$ cat config.mk
export PLATFORM = sky130hd
export DESIGN_NAME = ird_detector
export DESIGN_NICKNAME = d
export VERILOG_FILES = /design/src/logic/ird_detector.v
export VERILOG_INCLUDE_DIRS = /design/src /design/src/common
export SDC_FILE = /design/constraint.sdc
export NUM_CORES = 1
export LEC_CHECK = 0
export ABC_AREA = 1
export BUFFER_PORTS_ARGS = -buffer_cell sky130_fd_sc_hd__clkbuf_2
export CAP_MARGIN = 10
export CORE_MARGIN = 1
export CORE_UTILIZATION = 38
export CTS_CLUSTER_SIZE = 10
export DETAILED_ROUTE_END_ITERATION = 6
export PLACE_DENSITY = 0.57
export SYNTH_ARGS = -nofsm -noshare
export SYNTH_HDL_FRONTEND = slang
export SYNTH_SLANG_ARGS = --single-unit
$ cat constraint.sdc
create_clock -name clk -period 4.9 [get_ports clk]
set_input_delay 0.49 -clock clk [delete_from_list [all_inputs] [get_ports clk]]
set_output_delay 0.49 -clock clk [all_outputs]
set_load 0.03 [all_outputs]
$ cat src/common/ird_consts.vh
// constants for the crossing-filter flags and power meter block
// Overview of operation
// - two filter paths each compare their crossing result against an upper and a lower limit.
// - each limit is a 16-bit signed 2.14 value where 4000h means all crossings and 0800h one eighth.
// - a per-path bit picks a 1-bit (0) or 2-bit (1) comparator output.
// - a path flag sets when the path value rises above its upper limit.
// - a path flag clears only after the value stays below the lower limit unbroken for the release delay.
// - the release delay is a 16-bit count of clocks at one eighth of the sample rate.
// - the power meter runs only while its on bit is 1 and is idle while it is 0.
// - the averaging window is 2 to the power M clocks at one eighth sample rate, M from 0 to 16.
// - average power is compared with 16-bit upper and lower limits, one LSB being 2 to the minus 16.
`ifndef IRD_CONSTS_VH
`define IRD_CONSTS_VH
`define IRD_P0_HI_LO    8'h0F
`define IRD_P0_HI_HI    8'h10
`define IRD_P0_LO_LO    8'h11
`define IRD_P0_LO_HI    8'h12
`define IRD_P0_FMT      8'h13
`define IRD_P1_HI_LO    8'h16
`define IRD_P1_HI_HI    8'h17
`define IRD_P1_LO_LO    8'h18
`define IRD_P1_LO_HI    8'h19
`define IRD_P1_FMT      8'h1A
`define IRD_DWELL_LO    8'h1D
`define IRD_DWELL_HI    8'h1E
`define IRD_PWR_ON      8'h20
`define IRD_PWR_EXP     8'h21
`define IRD_PWR_HI_LO   8'h22
`define IRD_PWR_HI_HI   8'h23
`define IRD_PWR_LO_LO   8'h24
`define IRD_PWR_LO_HI   8'h25
`define IRD_IRQ_STAT    8'h28
`define IRD_IRQ_CLR     8'h29
`define IRD_IRQ_EN      8'h2A
`define IRD_ALARM_STATE 8'h2B
`define IRD_EXP_MAX     5'h10
`define IRD_RESET_VAL   8'h00
`endif

$ cat src/logic/ird_detector.v
// crossing-filter flag comparators, power meter and register slave
//
// Strobed register access was decided locally.
`include "ird_consts.vh"
`default_nettype none
module ird_detector (
   input  wire        clk,
   input  wire        nrst,
   input  wire        sampleTick,
   input  wire [15:0] path0Value,
   input  wire [15:0] path1Value,
   input  wire [15:0] powerSample,
   input  wire [7:0]  regAddr,
   input  wire [7:0]  regWrData,
   input  wire        regWr,
   input  wire        regRd,
   output reg  [7:0]  regRdData,
   output reg  [1:0]  path0Alarm,
   output reg  [1:0]  path1Alarm,
   output reg  [1:0]  powerAlarm,
   output reg  [15:0] powerAverage,
   output reg         irq
);
   reg [15:0] p0Upper_q, p0Lower_q, p1Upper_q, p1Lower_q;
   reg [15:0] dwell_q, pwrUpper_q, pwrLower_q;
   reg        p0Wide_q, p1Wide_q, pwrOn_q;
   reg [4:0]  winExp_q;
   reg [2:0]  irqStat_q, irqEn_q;
   reg        flag0_q, flag1_q, pwrFlag_q;
   reg [15:0] rel0_q, rel1_q;
   reg [16:0] winCnt_q;
   reg [32:0] acc_q;

   // signed 2.14 compare
   function above;
      input [15:0] a;
      input [15:0] b;
      begin
         above = $signed(a) > $signed(b);
      end
   endfunction

   // clamp out-of-range exponents so the window never exceeds 2^16
   wire [4:0]  expEff  = (winExp_q > `IRD_EXP_MAX) ? `IRD_EXP_MAX : winExp_q;
   wire [16:0] winLast = (17'h0_0001 << expEff) - 17'h0_0001;
   wire [32:0] accNext = acc_q + {17'h0_0000, powerSample};
   wire [32:0] avgFull = accNext >> expEff;
   wire [15:0] avgNew  = (|avgFull[32:16]) ? 16'hFFFF : avgFull[15:0];
   wire        winDone = pwrOn_q && sampleTick && (winCnt_q == winLast);

   wire p0Hi = above(path0Value, p0Upper_q);
   wire p0Lo = above(p0Lower_q, path0Value);
   wire p1Hi = above(path1Value, p1Upper_q);
   wire p1Lo = above(p1Lower_q, path1Value);

   // release fires when the below-lower run has lasted the dwell count
   wire rel0Done = sampleTick && p0Lo && (rel0_q >= dwell_q);
   wire rel1Done = sampleTick && p1Lo && (rel1_q >= dwell_q);
   wire set0 = sampleTick && p0Hi && !flag0_q;
   wire set1 = sampleTick && p1Hi && !flag1_q;
   wire pwrSet = winDone && (avgNew > pwrUpper_q);
   wire pwrClr = winDone && (avgNew < pwrLower_q);
   wire [2:0] evt = {pwrSet && !pwrFlag_q, set1, set0};

   always @(posedge clk or negedge nrst) begin
      if (!nrst) begin
         p0Upper_q  <= 16'h0000;
         p0Lower_q  <= 16'h0000;
         p1Upper_q  <= 16'h0000;
         p1Lower_q  <= 16'h0000;
         dwell_q    <= 16'h0000;
         pwrUpper_q <= 16'h0000;
         pwrLower_q <= 16'h0000;
         p0Wide_q   <= 1'b0;
         p1Wide_q   <= 1'b0;
         pwrOn_q    <= 1'b0;
         winExp_q   <= 5'h00;
         irqEn_q    <= 3'h0;
      end else if (regWr) begin
         case (regAddr)
            `IRD_P0_HI_LO:  p0Upper_q[7:0]   <= regWrData;
            `IRD_P0_HI_HI:  p0Upper_q[15:8]  <= regWrData;
            `IRD_P0_LO_LO:  p0Lower_q[7:0]   <= regWrData;
            `IRD_P0_LO_HI:  p0Lower_q[15:8]  <= regWrData;
            `IRD_P0_FMT:    p0Wide_q         <= regWrData[0];
            `IRD_P1_HI_LO:  p1Upper_q[7:0]   <= regWrData;
            `IRD_P1_HI_HI:  p1Upper_q[15:8]  <= regWrData;
            `IRD_P1_LO_LO:  p1Lower_q[7:0]   <= regWrData;
            `IRD_P1_LO_HI:  p1Lower_q[15:8]  <= regWrData;
            `IRD_P1_FMT:    p1Wide_q         <= regWrData[0];
            `IRD_DWELL_LO:  dwell_q[7:0]     <= regWrData;
            `IRD_DWELL_HI:  dwell_q[15:8]    <= regWrData;
            `IRD_PWR_ON:    pwrOn_q          <= regWrData[0];
            `IRD_PWR_EXP:   winExp_q         <= regWrData[4:0];
            `IRD_PWR_HI_LO: pwrUpper_q[7:0]  <= regWrData;
            `IRD_PWR_HI_HI: pwrUpper_q[15:8] <= regWrData;
            `IRD_PWR_LO_LO: pwrLower_q[7:0]  <= regWrData;
            `IRD_PWR_LO_HI: pwrLower_q[15:8] <= regWrData;
            `IRD_IRQ_EN:    irqEn_q          <= regWrData[2:0];
            default: ;
         endcase
      end
   end

   // path flags and release counters
   always @(posedge clk or negedge nrst) begin
      if (!nrst) begin
         flag0_q <= 1'b0;
         flag1_q <= 1'b0;
         rel0_q  <= 16'h0000;
         rel1_q  <= 16'h0000;
      end else if (sampleTick) begin
         if (p0Hi)
            flag0_q <= 1'b1;
         else if (rel0Done)
            flag0_q <= 1'b0;
         if (p1Hi)
            flag1_q <= 1'b1;
         else if (rel1Done)
            flag1_q <= 1'b0;
         // any sample not below the lower limit restarts the run
         rel0_q <= (p0Lo && flag0_q && !rel0Done) ? rel0_q + 16'h0001 : 16'h0000;
         rel1_q <= (p1Lo && flag1_q && !rel1Done) ? rel1_q + 16'h0001 : 16'h0000;
      end
   end

   // power meter: window accumulate, average, hysteresis alarm
   always @(posedge clk or negedge nrst) begin
      if (!nrst) begin
         winCnt_q     <= 17'h0_0000;
         acc_q        <= 33'h0_0000_0000;
         pwrFlag_q    <= 1'b0;
         powerAverage <= 16'h0000;
      end else if (!pwrOn_q) begin
         winCnt_q <= 17'h0_0000;
         acc_q    <= 33'h0_0000_0000;
      end else if (sampleTick) begin
         if (winDone) begin
            winCnt_q     <= 17'h0_0000;
            acc_q        <= 33'h0_0000_0000;
            powerAverage <= avgNew;
            if (pwrSet)
               pwrFlag_q <= 1'b1;
            else if (pwrClr)
               pwrFlag_q <= 1'b0;
         end else begin
            winCnt_q <= winCnt_q + 17'h0_0001;
            acc_q    <= accNext;
         end
      end
   end

   // alarm outputs: wide format adds a second "below lower" bit
   always @(posedge clk or negedge nrst) begin
      if (!nrst) begin
         path0Alarm <= 2'b00;
         path1Alarm <= 2'b00;
         powerAlarm <= 2'b00;
      end else begin
         path0Alarm <= {p0Wide_q & p0Lo & ~flag0_q, flag0_q};
         path1Alarm <= {p1Wide_q & p1Lo & ~flag1_q, flag1_q};
         powerAlarm <= {1'b0, pwrFlag_q};
      end
   end

   // sticky events: a set in the clear cycle wins
   always @(posedge clk or negedge nrst) begin
      if (!nrst) begin
         irqStat_q <= 3'h0;
         irq       <= 1'b0;
      end else begin
         irqStat_q <= (irqStat_q & ~((regWr && regAddr == `IRD_IRQ_CLR) ? regWrData[2:0] : 3'h0)) | evt;
         irq       <= |(irqStat_q & irqEn_q);
      end
   end

   always @(posedge clk or negedge nrst) begin
      if (!nrst)
         regRdData <= `IRD_RESET_VAL;
      else if (regRd) begin
         case (regAddr)
            `IRD_P0_HI_LO:    regRdData <= p0Upper_q[7:0];
            `IRD_P0_HI_HI:    regRdData <= p0Upper_q[15:8];
            `IRD_P0_LO_LO:    regRdData <= p0Lower_q[7:0];
            `IRD_P0_LO_HI:    regRdData <= p0Lower_q[15:8];
            `IRD_P0_FMT:      regRdData <= {7'h00, p0Wide_q};
            `IRD_P1_HI_LO:    regRdData <= p1Upper_q[7:0];
            `IRD_P1_HI_HI:    regRdData <= p1Upper_q[15:8];
            `IRD_P1_LO_LO:    regRdData <= p1Lower_q[7:0];
            `IRD_P1_LO_HI:    regRdData <= p1Lower_q[15:8];
            `IRD_P1_FMT:      regRdData <= {7'h00, p1Wide_q};
            `IRD_DWELL_LO:    regRdData <= dwell_q[7:0];
            `IRD_DWELL_HI:    regRdData <= dwell_q[15:8];
            `IRD_PWR_ON:      regRdData <= {7'h00, pwrOn_q};
            `IRD_PWR_EXP:     regRdData <= {3'h0, winExp_q};
            `IRD_PWR_HI_LO:   regRdData <= pwrUpper_q[7:0];
            `IRD_PWR_HI_HI:   regRdData <= pwrUpper_q[15:8];
            `IRD_PWR_LO_LO:   regRdData <= pwrLower_q[7:0];
            `IRD_PWR_LO_HI:   regRdData <= pwrLower_q[15:8];
            `IRD_IRQ_STAT:    regRdData <= {5'h00, irqStat_q};
            `IRD_IRQ_EN:      regRdData <= {5'h00, irqEn_q};
            `IRD_ALARM_STATE: regRdData <= {5'h00, pwrFlag_q, flag1_q, flag0_q};
            default:          regRdData <= 8'h00;
         endcase
      end else
         regRdData <= 8'h00;
   end
endmodule // ird_detector
`default_nettype wire

; Word level (Yosys, flattened, before mapping)
; Cells that the tools add are included.
[classes]
order_cmp = 9
eq_ne = 24
shifts = 2
n_mux = 19
n_bitwise = 10
n_addsub = 5
reduce_logical = 51
[ops]
columns = op, count
row1 = $pmux W8 S21, 1
row2 = $mux W33, 3
row3 = $eq A8 B5 Y1 const B, 11
row4 = $eq A8 B6 Y1 const B, 10
row5 = $gt A16 B16 Y1, 5
row6 = $mux W17, 3
row7 = $mux W16, 3
row8 = $reduce_and A2 Y1, 21
row9 = $add A33 B16 Y33, 1
row10 = $shr A33 B5 Y33, 1
row11 = $add A16 B1 Y16 const B, 2
row12 = $ge A16 B16 Y1, 2
row13 = $logic_and A1 B1 Y1, 18
row14 = $add A17 B1 Y17 const B, 1
row15 = $eq A17 B17 Y1, 1
row16 = $reduce_or A17 Y1, 1
row17 = $shl A1 B5 Y17 const A, 1
row18 = $sub A17 B1 Y17 const B, 1
row19 = $lt A16 B16 Y1, 1
row20 = $eq A8 B4 Y1 const B, 1
row21 = $mux W8, 1
row22 = $and A3 B3 Y3, 2
row23 = $mux W1, 6
row24 = $reduce_bool A2 Y1, 3
row25 = other kinds (12), 20
[totals]
wordCells = 153
inputBits = 69
regBits = 241
out_inout_bits = 31

; Longest topological paths before layout
; Gate-level depths: netlist of run 1.
[logic_depth]
word_depth = 9
depth_mapped = 35
depth_no_buf = 35

; Worst setup path after synthesis of run 1
; No wires, ideal clock.
[synth_timing]
path_type = input to register
start = input port powerSample[0]
end = register irqStat_q[2]
setup_slack_ns = 0.726
cell_stages = 30
t_arrival_ns = 4.098
setup_ns = 0.076
path_buffers = 0
required_time_ns = 4.824
cell_sequence = ha_1 -> fa_1 -> nand3_1 -> nand3_1 -> nand2_1 -> nand2_1 -> nand3_1 -> nand2_1 -> nand2_1 -> nand2_1 -> nand2_1 -> nand2_1 -> nand3_2 -> nand2_1 -> nand2_1 -> nand2_1 -> nor2_1 -> nand3_1 -> a21oi_2 -> nand2_2 -> nor4_1 -> inv_1 -> ha_1 -> nand2_1 -> nor2_1 -> a211oi_1 -> o221a_2 -> a21oi_1 -> nand2_2 -> o21ai_1
[synth_between]
elab_chain_len = 8
[synth_lines]
columns = element, line
row1 = "start, declared", ird_detector.v:12  ; input wire [15:0] powerSample,
row2 = $add A33 B16 Y33 (*), ird_detector.v:46  ; wire [32:0] accNext = acc_q + {17'h0_0000, powerSample};
row3 = $shr A33 B5 Y33 (*), ird_detector.v:47  ; wire [32:0] avgFull = accNext >> expEff;
row4 = $reduce_or A17 Y1, ird_detector.v:48  ; wire [15:0] avgNew = (|avgFull[32:16]) ? 16'hFFFF : avgFull[15:0];
row5 = $mux W16 (*), ird_detector.v:48
row6 = named net avgNew[11], ird_detector.v:48
row7 = $gt A16 B16 Y1 (*), ird_detector.v:61  ; wire pwrSet = winDone && (avgNew > pwrUpper_q);
row8 = $logic_and A1 B1 Y1 (*), ird_detector.v:61
row9 = $logic_and A1 B1 Y1 (*), ird_detector.v:63  ; wire [2:0] evt = {pwrSet && !pwrFlag_q, set1, set0};
row10 = $or A3 B3 Y3 (*), ird_detector.v:172  ; irqStat_q <= (irqStat_q & ~((regWr && regAddr == `IRD_IRQ_CLR) ? regWrData[2:0] : 3'h0)) | evt;
row11 = "end signal, assigned", ird_detector.v:172
row12 = "end, declared", ird_detector.v:28  ; reg [2:0] irqStat_q, irqEn_q;
; The timed path passes the listed nets; every way through them passes the cells marked *.
; A chain may end at the register's enable or synchronous reset.

; Final worst setup path of run 1
[layout_timing]
start = register acc_q[0]
end = register irqStat_q[2]
[layout_between]
elab_chain_len = 8
[layout_lines]
columns = element, line
row1 = "start, declared", ird_detector.v:32  ; reg [32:0] acc_q;
row2 = "start signal, assigned", ird_detector.v:148  ; acc_q <= accNext;
row3 = $add A33 B16 Y33 (*), ird_detector.v:46
row4 = $shr A33 B5 Y33 (*), ird_detector.v:47
row5 = $reduce_or A17 Y1, ird_detector.v:48
row6 = $mux W16 (*), ird_detector.v:48
row7 = named net avgNew[12], ird_detector.v:48
row8 = $gt A16 B16 Y1 (*), ird_detector.v:61
row9 = $logic_and A1 B1 Y1 (*), ird_detector.v:61
row10 = $logic_and A1 B1 Y1 (*), ird_detector.v:63
row11 = $or A3 B3 Y3 (*), ird_detector.v:172
; Marked as above.

==> impl_metrics.py, run 1 <==
metrics = {
    "setup_path": {
        "r2r-start": "acc_q[0]",
        "critPathRequiredTime_ns": 5.42,
        "slowest_stage": "xnor2_1",
        "crit_type": "reg2reg",
        "crit_chain": "ha_1, fa_1, buf_4, nand2_1, nand3_1, nand2_1, nand2_1, xnor2_1, mux2i_1, o21ai_0, nand2_1, a32o_1, nor3_2, inv_1, ha_1, nand4_1, o221a_2, a21oi_1, nand2_2, o21ai_1",
        "cp-end-kind": "flip-flop",
        "critPathLaunchType": "flip-flop",
        "reg2reg_slack_ns": 0.22,
        "slowest_delay_ns": 0.48,
        "crit_path_start": "acc_q[0]",
        "timing.critical_path.mode_cell": "nand2_1",
        "reg2reg_depth": 20,
        "worstReg2RegEnd": "irqStat_q[2]",
        "crit_fanout": 4,
        "critPathArrivalTime_ns": 5.20,
    },
    "sta": {
        "max_slew.worst_pin.slew_ns": 0.954,
        "finalCriticalPeriod_ns": 4.68,
        "timing.fmax_mhz": 214,
        "skew_ns": 0.0219,
        "drv_slew": 0,
        "hold_slack_ns": 0.120,
        "fin_crit_sh": 0.954,
        "max_slew_margin": 0.364,
        "hold_viol_final": 0,
        "finalSetupTns_ns": 0,
        "setup_viol": 0,
    },
    "placed_design": {
        "placed_cells": 3045,
        "port_buffers": 98,
        "place_hpwl_mm": 44.2,
        "dpl_cell_area_um2": 18500,
        "finalWeightedCongestion": 0.939,
    },
    "logic_synthesis": {
        "synthMuxAreaShare": 0.00461,
        "yosysSeqAreaShare": 0.347,
        "synth-xor-area-share": 0.0262,
        "syn_inst": 2397,
        "synth.distinct_cells": 66,
        "ys_warn_count": 0,
        "ys_ff_latch": 241,
        "syn_nets": 2614,
        "synth_area_um2": 17400,
        "synth_top_area_share": 0.347,
        "synth_top_family_by_area": "simple AND/OR/NAND/NOR gates",
        "synth_edf_count": 0,
        "synthFlopType": "dfrtp_1",
        "synthAdderAreaFrac": 0.107,
        "async_reset_ff_frac": 1.00,
        "synth.area.top_cells": "dfrtp_1, nand2_1, ha_1",
        "synth_compound_area_frac": 0.155,
        "synth_top_area_cell": "dfrtp_1",
        "synth_area_per_cell_um2": 7.25,
        "synth_simple_gate_area_frac": 0.268,
    },
    "routing": {
        "vias": 16800,
        "drc_errors": 0,
        "first_iter_violations": 1349,
        "postRouteAntennaNets": 0,
        "avgRoutedWirePerCell_um": 18.6,
        "via_per_inst": 5.41,
        "first_pass_iters": 5,
        "wl_mm": 57.6,
    },
    "global_route": {
        "grt_pass1_wl_mm": 90.4,
        "grt_start_max_net_pins": 101,
        "use_met2": 0.403,
        "met1_usage": 0.335,
        "busiest_layer": "met2",
        "grt_usage": 0.246,
        "grt_pass1_vias": 16000,
        "grt_antenna_before_repair": 1,
        "gr-total-overflow": 0,
        "grt_util_met3": 0.0259,
    },
    "finish": {
        "fin_util": 0.440,
        "fin_area_um2": 19700,
        "most-common-layout-cells": "nand2_1, inv_1, dfrtp_1",
        "largest_reg_flops": 33,
        "largest-register": "acc_q",
        "final_common_cell": "nand2_1",
        "final_layout_size_suffix_gt1_frac": 0.0911,
        "top_regs": "acc_q x33, winCnt_q x17",
        "fin_cells": 3095,
        "fin_nets": 2704,
        "syn2layout_area_growth_pct": 13.2,
    },
    "floorplan": {
        "die-area_um2": 46600,
        "die_w_um": 216,
        "core_area_um2": 44700,
        "ios": 100,
        "row_count": 77,
        "start_util": 0.389,
        "dieHeight_um": 216,
    },
    "status": {
        "status": "finished, final reports clean",
    },
    "hold_path": {
        "holdCritPathClass": "in2reg",
        "hold_path_depth": 3,
        "hp-start": "regWrData[7]",
        "holdPathEnd": "p0Upper_q[7]",
    },
    "clock_network": {
        "clock_latency_ns": 0.60,
        "cts_tree": "yes",
        "post-cts-setup-buffers": 0,
        "clockBufferDepth": 3,
        "cts.sinks": 241,
        "path_clk_slew_ns": 0.06,
        "cts_buffers": 31,
        "clockRootBuffer": "clkbuf_16",
        "htreeDepth": 1,
    },
    "power": {
        "p_per_area_nw_per_um2": 294,
        "peakVddDrop_uv": 284,
        "leakage_uw": 0.00941,
    },
    "job": {
        "drv_cap": 0,
    },
}
-- synthesized netlist by cell type (4+ instances only) --
| cell type | count |
|---|---|
| nor3b_1 | 6 |
| o2111ai_1 | 10 |
| o22ai_1 | 45 |
| a211oi_1 | 10 |
| mux2i_1 | 8 |
| dfrtp_1 | 241 |
| xor2_1 | 33 |
| nand3_1 | 214 |
| a21boi_0 | 4 |
| buf_6 | 5 |
| ha_1 | 147 |
| buf_1 | 7 |
| a31oi_1 | 5 |
| inv_1 | 326 |
| buf_2 | 8 |
| clkbuf_1 | 49 |
| a221oi_1 | 15 |
| o221ai_1 | 9 |
| a21o_1 | 4 |
| nor3_1 | 42 |
| o21bai_1 | 4 |
| a21oi_1 | 72 |
| inv_2 | 9 |
| nor2_1 | 163 |
| o21a_1 | 7 |
| a32o_1 | 6 |
| nand4_1 | 31 |
| o21ai_1 | 5 |
| nand3b_1 | 6 |
| o21ai_0 | 214 |
| xnor2_1 | 19 |
| o211ai_1 | 9 |
| o21ai_2 | 6 |
| nor4_1 | 12 |
| nand2_1 | 595 |
-- area by class of cell --
class,count,area (um2)
Multi-Input combinational cell,1747,9880
Fill cell,4597,25000
Sequential cell,241,6030
Antenna cell,1,2.50
Timing Repair Buffer,129,748
Tap cell,592,741
Clock buffer,41,873
Clock inverter,7,128
Inverter,337,1270
-- through the flow --
| stage | total power [uW] | setup WS (ns) |
|---|---|---|
| global route | 6080 | -0.0156 |
| CTS | 5800 | 0.155 |
| floorplan | 3010 | 0.726 |
| finish | 5780 | 0.225 |
| detailed placement | 3460 | -0.0706 |
| global placement | 3440 | -0.0728 |
-- routing by layer --
layer,vias up,part of all wire
met4,0,0.033
li1,8218,-
met5,-,0
met1,7964,0.45
met3,97,0.048
met2,478,0.47
-- worst max path at each step --
stage                   endpoint  slack, ns  cells past startpoint
floorplan           irqStat_q[2]       0.73                     30
global placement    irqStat_q[2]      -0.07                     21
detailed placement  irqStat_q[2]      -0.07                     21
CTS                 irqStat_q[2]       0.15                     20
global route           pwrFlag_q      -0.02                     29
finish              irqStat_q[2]       0.22                     20
-- logic make-up (layout without fill, tap and decap cells) --
logic type,count (synthesis),count (layout)
buffers and inverters,409,514
DFF,241,241
muxes,8,8
and+or+nand+nor,1089,1089
adders and majority gates,148,148
xor gates and xnor gates,52,52
AOI/OAI and AO/OA,449,449
other,1,2
-- critical path: cells and delay by family (launching register included) --
family | cells | cell delay [ns]
buf+inv | 2 | 0.29
simple gates | 8 | 1.11
compound gates | 5 | 1.19
flops | 1 | 0.38
xor+xnor | 1 | 0.48
mux | 1 | 0.21
fa+ha+maj | 3 | 0.96
-- report_power, final --
group	switching, uW	leakage (uW)	internal, uW	total (uW)
combinational	819	0.00564	433	1250
sequential	107	0.00327	2110	2210
clock	923	0.000490	1390	2310
total	1850	0.00941	3930	5780
-- repair_timing --
action	CTS	global route
hold buffers	1	0
hold endpoints to repair	88	0
gates resized for setup	0	27
endpoints found under the setup margin	0	2
No activity file was read; power rests on OpenSTA's default activity.
==> inputs of run 2 (changes only) <==
- CTS_BUF_LIST: unset -> sky130_fd_sc_hd__clkbuf_4
==> run 2 against run 1 <==
Net effect:
- maximum frequency is 1.3% higher
- wire length is 0.71% higher
- global-route usage is 0.42 points higher
- clock skew is 0.058 ns higher
- hold slack worse by 0.030 ns
- total power is 4.3% lower
- final area is 0.12% higher
- clock-buffer cell count is 64 higher
- clock power is 11% lower
- die area stayed put
- sequential share of layout area hardly changed
- non-clock buffer count is 9 higher
==> impl_metrics.py, run 2 (same netlist as run 1, synthesis figures left out) <==
metrics = {
    "status": {
        "status": "finished, final reports clean",
    },
    "clock_network": {
        "htreeDepth": 3,
        "clockRootBuffer": "clkbuf_4",
        "path_clk_slew_ns": 0.07,
        "clock_latency_ns": 0.83,
        "cts_buffers": 74,
        "cts_tree": "yes",
        "cts.sinks": 241,
        "clockBufferDepth": 3,
    },
    "finish": {
        "top_regs": "acc_q x33, winCnt_q x17",
        "n_fill_cell": 4651,
        "multiInputGateArea_um2": 9880,
        "layout.area.seq_um2": 6030,
        "final_layout_size_suffix_gt1_frac": 0.116,
        "most-common-layout-cells": "nand2_1, inv_1, dfrtp_1",
        "fin_nets": 2756,
        "largest_reg_flops": 33,
        "syn2layout_area_growth_pct": 13.3,
        "fin_util": 0.441,
        "final_common_cell": "nand2_1",
        "largest-register": "acc_q",
    },
    "floorplan": {
        "start_util": 0.389,
        "die-area_um2": 46600,
        "ios": 100,
        "row_count": 77,
        "dieHeight_um": 216,
        "core_area_um2": 44700,
        "die_w_um": 216,
    },
    "hold_path": {
        "holdCritPathClass": "in2reg",
        "hp-start": "regRd",
    },
    "setup_path": {
        "critPathArrivalTime_ns": 5.32,
        "critPathLaunchType": "flip-flop",
        "cp-end-kind": "flip-flop",
        "critPathRequiredTime_ns": 5.60,
        "crit_type": "reg2reg",
        "r2r-start": "acc_q[0]",
        "crit_path_start": "acc_q[0]",
        "reg2reg_slack_ns": 0.29,
        "crit_fanout": 4,
    },
    "global_route": {
        "gr-total-overflow": 0,
        "grt_util_met3": 0.0413,
        "use_met2": 0.404,
        "grt_pass1_vias": 16300,
        "busiest_layer": "met2",
        "met1_usage": 0.332,
        "grt_start_max_net_pins": 101,
        "grt_usage": 0.250,
        "grt_antenna_before_repair": 3,
        "grt_pass1_wl_mm": 91.1,
    },
    "sta": {
        "setup_viol": 0,
        "fin_crit_sh": 0.942,
        "max_slew.worst_pin.slew_ns": 0.943,
        "finalCriticalPeriod_ns": 4.61,
        "timing.fmax_mhz": 217,
        "hold_viol_final": 0,
        "finalSetupTns_ns": 0,
        "drv_slew": 0,
        "skew_ns": 0.0798,
        "max_slew_margin": 0.371,
        "hold_slack_ns": 0.0898,
    },
    "routing": {
        "postRouteAntennaNets": 0,
        "first_iter_violations": 1157,
        "drc_errors": 0,
        "avgRoutedWirePerCell_um": 18.3,
        "wl_mm": 58.0,
        "via_per_inst": 5.39,
        "vias": 17100,
        "first_pass_iters": 5,
    },
    "power": {
        "p_comb_frac": 0.229,
        "seq_power_share": 0.400,
        "internal_power_uw": 3630,
        "p_clk_frac": 0.371,
        "swShare": 0.342,
        "peakVddDrop_uv": 169,
        "leakage_uw": 0.00950,
        "p_per_area_nw_per_um2": 281,
        "power.switching_uw": 1890,
        "p_total_uw": 5530,
    },
    "placed_design": {
        "finalWeightedCongestion": 0.939,
        "place_hpwl_mm": 44.2,
        "port_buffers": 98,
    },
    "job": {
        "drv_cap": 0,
    },
}
[run 2: cell types whose count changed in the layout (fill, tap and decap cells not counted), sizes merged]
cell / before / now
inv: 337 / 338
bufinv: 3 / 2
diode: 1 / 3
clkinvlp: 1 / 2
clkbuf: 138 / 202
buf: 31 / 32
dlygate4sd3: 1 / 9
clkinv: 3 / 11
[run 2: layout make-up]
class	instances	share of cell area
clock buffer	105	0.0400
timing repair buffer	138	0.0424
clock inverter	16	0.00693
multi-input combinational	1747	0.502
antenna	3	0.000381
tap	592	0.0376
inverter	337	0.0645
sequential	241	0.306
[run 2: critical path, stage by stage, from the launching register on]
cell     delay [ns]
dfrtp_1        0.37
ha_1           0.24
fa_1           0.42
buf_4          0.17
nand2_1        0.06
nand3_1        0.12
nand2_1        0.09
nand2_1        0.12
xnor2_1        0.46
mux2i_1        0.20
o21ai_0        0.34
nand2_1        0.14
a32o_1         0.26
nor3_2         0.30
inv_1          0.13
ha_1           0.29
nand4_1        0.19
o221a_2        0.30
a21oi_1        0.17
nand2_2        0.08
o21ai_1        0.11
[run 2: final timing paths]
check / end / cells after the start
worst max-delay path: irqStat_q[2] / 20
worst min-delay path: regRdData[1] / 3
worst max register to register: irqStat_q[2] / 20
worst min register to register: powerAverage[8] / 2
max in group asynchronous: rel0_q[3] / 3
min in group asynchronous: regRdData[3] / 2
[run 2: metal layers]
layer  up-vias  wire (um)
met2       534      27000
met3       129       2890
met1      8095      26200
met5         -          0
met4         0       1980
li1       8379          -
[run 2: timing repair]
item | CTS | global route
hold buffers | 9 | 0
hold endpoints to repair | 96 | 0
endpoints found under the setup margin | 0 | 2
gates resized for setup | 0 | 29
buffers inserted | 0 | 1
[run 2: per-stage QoR]
stage	instance area, um2	cells	worst slack [ns]
finish	19700	3179	0.286
global route	19700	3179	-0.00240
CTS	19500	3175	0.158
detailed placement	18500	3045	-0.0706
global placement	18500	3045	-0.0728
floorplan	17400	2397	0.726
[run 2: power groups by stage]
| stage | clock [uW] | sequential, uW | combinational, uW |
|---|---|---|---|
| after floorplan | 0 | 2290 | 721 |
| after global placement | 0 | 2240 | 1190 |
| after detailed placement | 0 | 2250 | 1220 |
| after CTS | 2110 | 2210 | 1230 |
| after global routing | 2220 | 2220 | 1410 |
| final | 2050 | 2210 | 1260 |
==> inputs of run 3 (changes only) <==
--- a/config.mk
+++ b/config.mk
@@ -9,3 +9,3 @@
 export ABC_AREA = 1
-export BUFFER_PORTS_ARGS = -buffer_cell sky130_fd_sc_hd__clkbuf_2
+export BUFFER_PORTS_ARGS = -buffer_cell sky130_fd_sc_hd__buf_2
 export CAP_MARGIN = 10
==> constraint.sdc (replaced) <==
create_clock -name clk -period 5.2 [get_ports clk]
set_input_delay 0.26 -clock clk [delete_from_list [all_inputs] [get_ports clk]]
set_output_delay 0.26 -clock clk [all_outputs]
set_load 0.03 [all_outputs]
==> run 3 against run 2 <==
Net effect:
- final area fell by 0.10%
- maximum frequency fell by 4.1%
- hold slack got worse by 0.0057 ns
- critical endpoint unchanged
- wire length fell by 1.5%
- die area did not move
==> impl_metrics.py, run 3 (same netlist as run 1, synthesis figures left out) <==
metrics = {
    "sta": {
        "fin_crit_sh": 0.925,
        "max_slew.worst_pin.slew_ns": 1.08,
        "hold_viol_final": 0,
        "timing.fmax_mhz": 208,
        "rsz0062_at_grt": "no",
        "max_slew_margin": 0.273,
        "finalCriticalPeriod_ns": 4.81,
        "setup_viol": 0,
        "drv_slew": 0,
        "finalSetupTns_ns": 0,
        "hold_slack_ns": 0.0840,
        "skew_ns": 0.0773,
    },
    "routing": {
        "wl_mm": 57.1,
        "avgRoutedWirePerCell_um": 17.9,
        "via_per_inst": 5.35,
        "drc_errors": 0,
        "postRouteAntennaNets": 0,
        "first_pass_iters": 7,
        "vias": 17100,
        "first_iter_violations": 1292,
    },
    "clock_network": {
        "clockRootBuffer": "clkbuf_4",
        "cts.sinks": 241,
        "htreeDepth": 3,
        "cts_tree": "yes",
        "cts_buffers": 74,
        "clockBufferDepth": 3,
        "path_clk_slew_ns": 0.06,
        "clock_latency_ns": 0.81,
    },
    "global_route": {
        "busiest_layer": "met2",
        "grt_util_met3": 0.0409,
        "met1_usage": 0.326,
        "use_met2": 0.411,
        "grt_usage": 0.249,
        "grt_pass1_wl_mm": 91.4,
        "gr-total-overflow": 0,
        "grt_pass1_vias": 16700,
        "grt_antenna_before_repair": 2,
        "grt_start_max_net_pins": 115,
    },
    "setup_path": {
        "r2r-start": "acc_q[0]",
        "path_buf_inv": 1,
        "crit_type": "reg2reg",
        "crit_fanout": 9,
        "reg2reg_depth": 29,
        "slowest_stage": "fa_1",
        "critPathArrivalTime_ns": 5.42,
        "critPathRequiredTime_ns": 5.81,
        "reg2reg_slack_ns": 0.39,
        "cp_top_family": "simple AND/OR/NAND/NOR gates",
        "slowest_delay_ns": 0.45,
        "timing.critical_path.mode_cell": "nand3_1",
        "cp-end-kind": "flip-flop",
        "critPathLaunchType": "flip-flop",
        "worstReg2RegEnd": "irqStat_q[2]",
    },
    "finish": {
        "fin_nets": 2764,
        "fin_util": 0.440,
        "top_regs": "acc_q x33, winCnt_q x17",
        "syn2layout_area_growth_pct": 13.2,
        "most-common-layout-cells": "nand2_1, inv_1, dfrtp_1",
        "final_common_cell": "nand2_1",
        "largest-register": "acc_q",
        "final_layout_size_suffix_gt1_frac": 0.107,
        "n_fill_cell": 4676,
        "largest_reg_flops": 33,
    },
    "placed_design": {
        "place_hpwl_mm": 43.6,
        "finalWeightedCongestion": 0.987,
        "port_buffers": 98,
    },
    "floorplan": {
        "dieHeight_um": 216,
        "row_count": 77,
        "start_util": 0.389,
        "die-area_um2": 46600,
        "ios": 100,
        "die_w_um": 216,
        "core_area_um2": 44700,
    },
    "hold_path": {
        "holdPathEnd": "pwrOn_q",
        "holdCritPathClass": "in2reg",
        "hold_path_depth": 5,
        "hp-start": "regAddr[5]",
    },
    "power": {
        "peakVddDrop_uv": 159,
        "leakage_uw": 0.00952,
        "p_per_area_nw_per_um2": 260,
    },
    "job": {
        "drv_cap": 0,
    },
    "status": {
        "status": "finished, final reports clean",
    },
}
==> run 3: cell types whose count changed in the layout (fill, tap and decap cells not counted), sizes merged <==
cell / delta
bufinv: -2
clkinv: +5
inv: +3
dlygate4sd3: +12
clkbuf: -93
buf: +93
diode: -1
==> run 3: tightest hold or removal path, stage by stage <==
cell and delay (ns):
buf_2 0.12, inv_1 0.07, nor3_1 0.16, nand3_1 0.14, o21ai_0 0.07
==> run 3: worst max path at each step <==
stage,to,start,depth (start not counted)
after floorplan,irqStat_q[2],acc_q[0],30
after global placement,irqStat_q[2],powerSample[0],32
after detailed placement,irqStat_q[2],powerSample[0],32
after CTS,irqStat_q[2],acc_q[0],31
after global routing,irqStat_q[2],acc_q[13],31
final,irqStat_q[2],acc_q[0],29
==> run 3: repair_timing <==
| action | in CTS | in global routing |
|---|---|---|
| hold buffers | 22 | 0 |
| setup endpoints to repair | 0 | 2 |
| endpoints found under the hold margin | 196 | 0 |
| setup buffers | 0 | 0 |
| gates resized for setup | 0 | 2 |
==> run 3: power by group <==
group          internal, uW  total, uW  switching, uW
sequential             1980       2080           93.5
combinational           385       1150            763
clock                   967       1880            916
total                  3340       5110           1770
==> run 3: per-layer routing <==
metal / vias up / wire length [um]
li1: 8393 / -
met2: 511 / 27000
met4: 0 / 1810
met1: 8086 / 25500
met3: 112 / 2860
met5: - / 0
==> run 3: layout make-up <==
type	count	area [um2]	share of cell area
sequential	241	6030	0.307
antenna	2	5.00	0.000254
clock inverter	22	108	0.00547
tap	592	741	0.0376
clock buffer	109	818	0.0416
timing repair buffer	146	938	0.0477
inverter	337	1270	0.0644
multi-input combinational	1747	9770	0.496
==> run 3: stage by stage <==
| stage | power (uW) | instances | setup WS, ns | cell area, um2 |
|---|---|---|---|---|
| 2_1_floorplan | 2830 | 2397 | 1.16 | 17400 |
| 6_report | 5110 | 3196 | 0.391 | 19700 |
| 3_3_place_gp | 3210 | 3041 | 0.339 | 18500 |
| 5_1_grt | 5430 | 3196 | 0.00702 | 19700 |
| 4_1_cts | 5170 | 3194 | 0.313 | 19700 |
| 3_5_place_dp | 3240 | 3041 | 0.277 | 18500 |
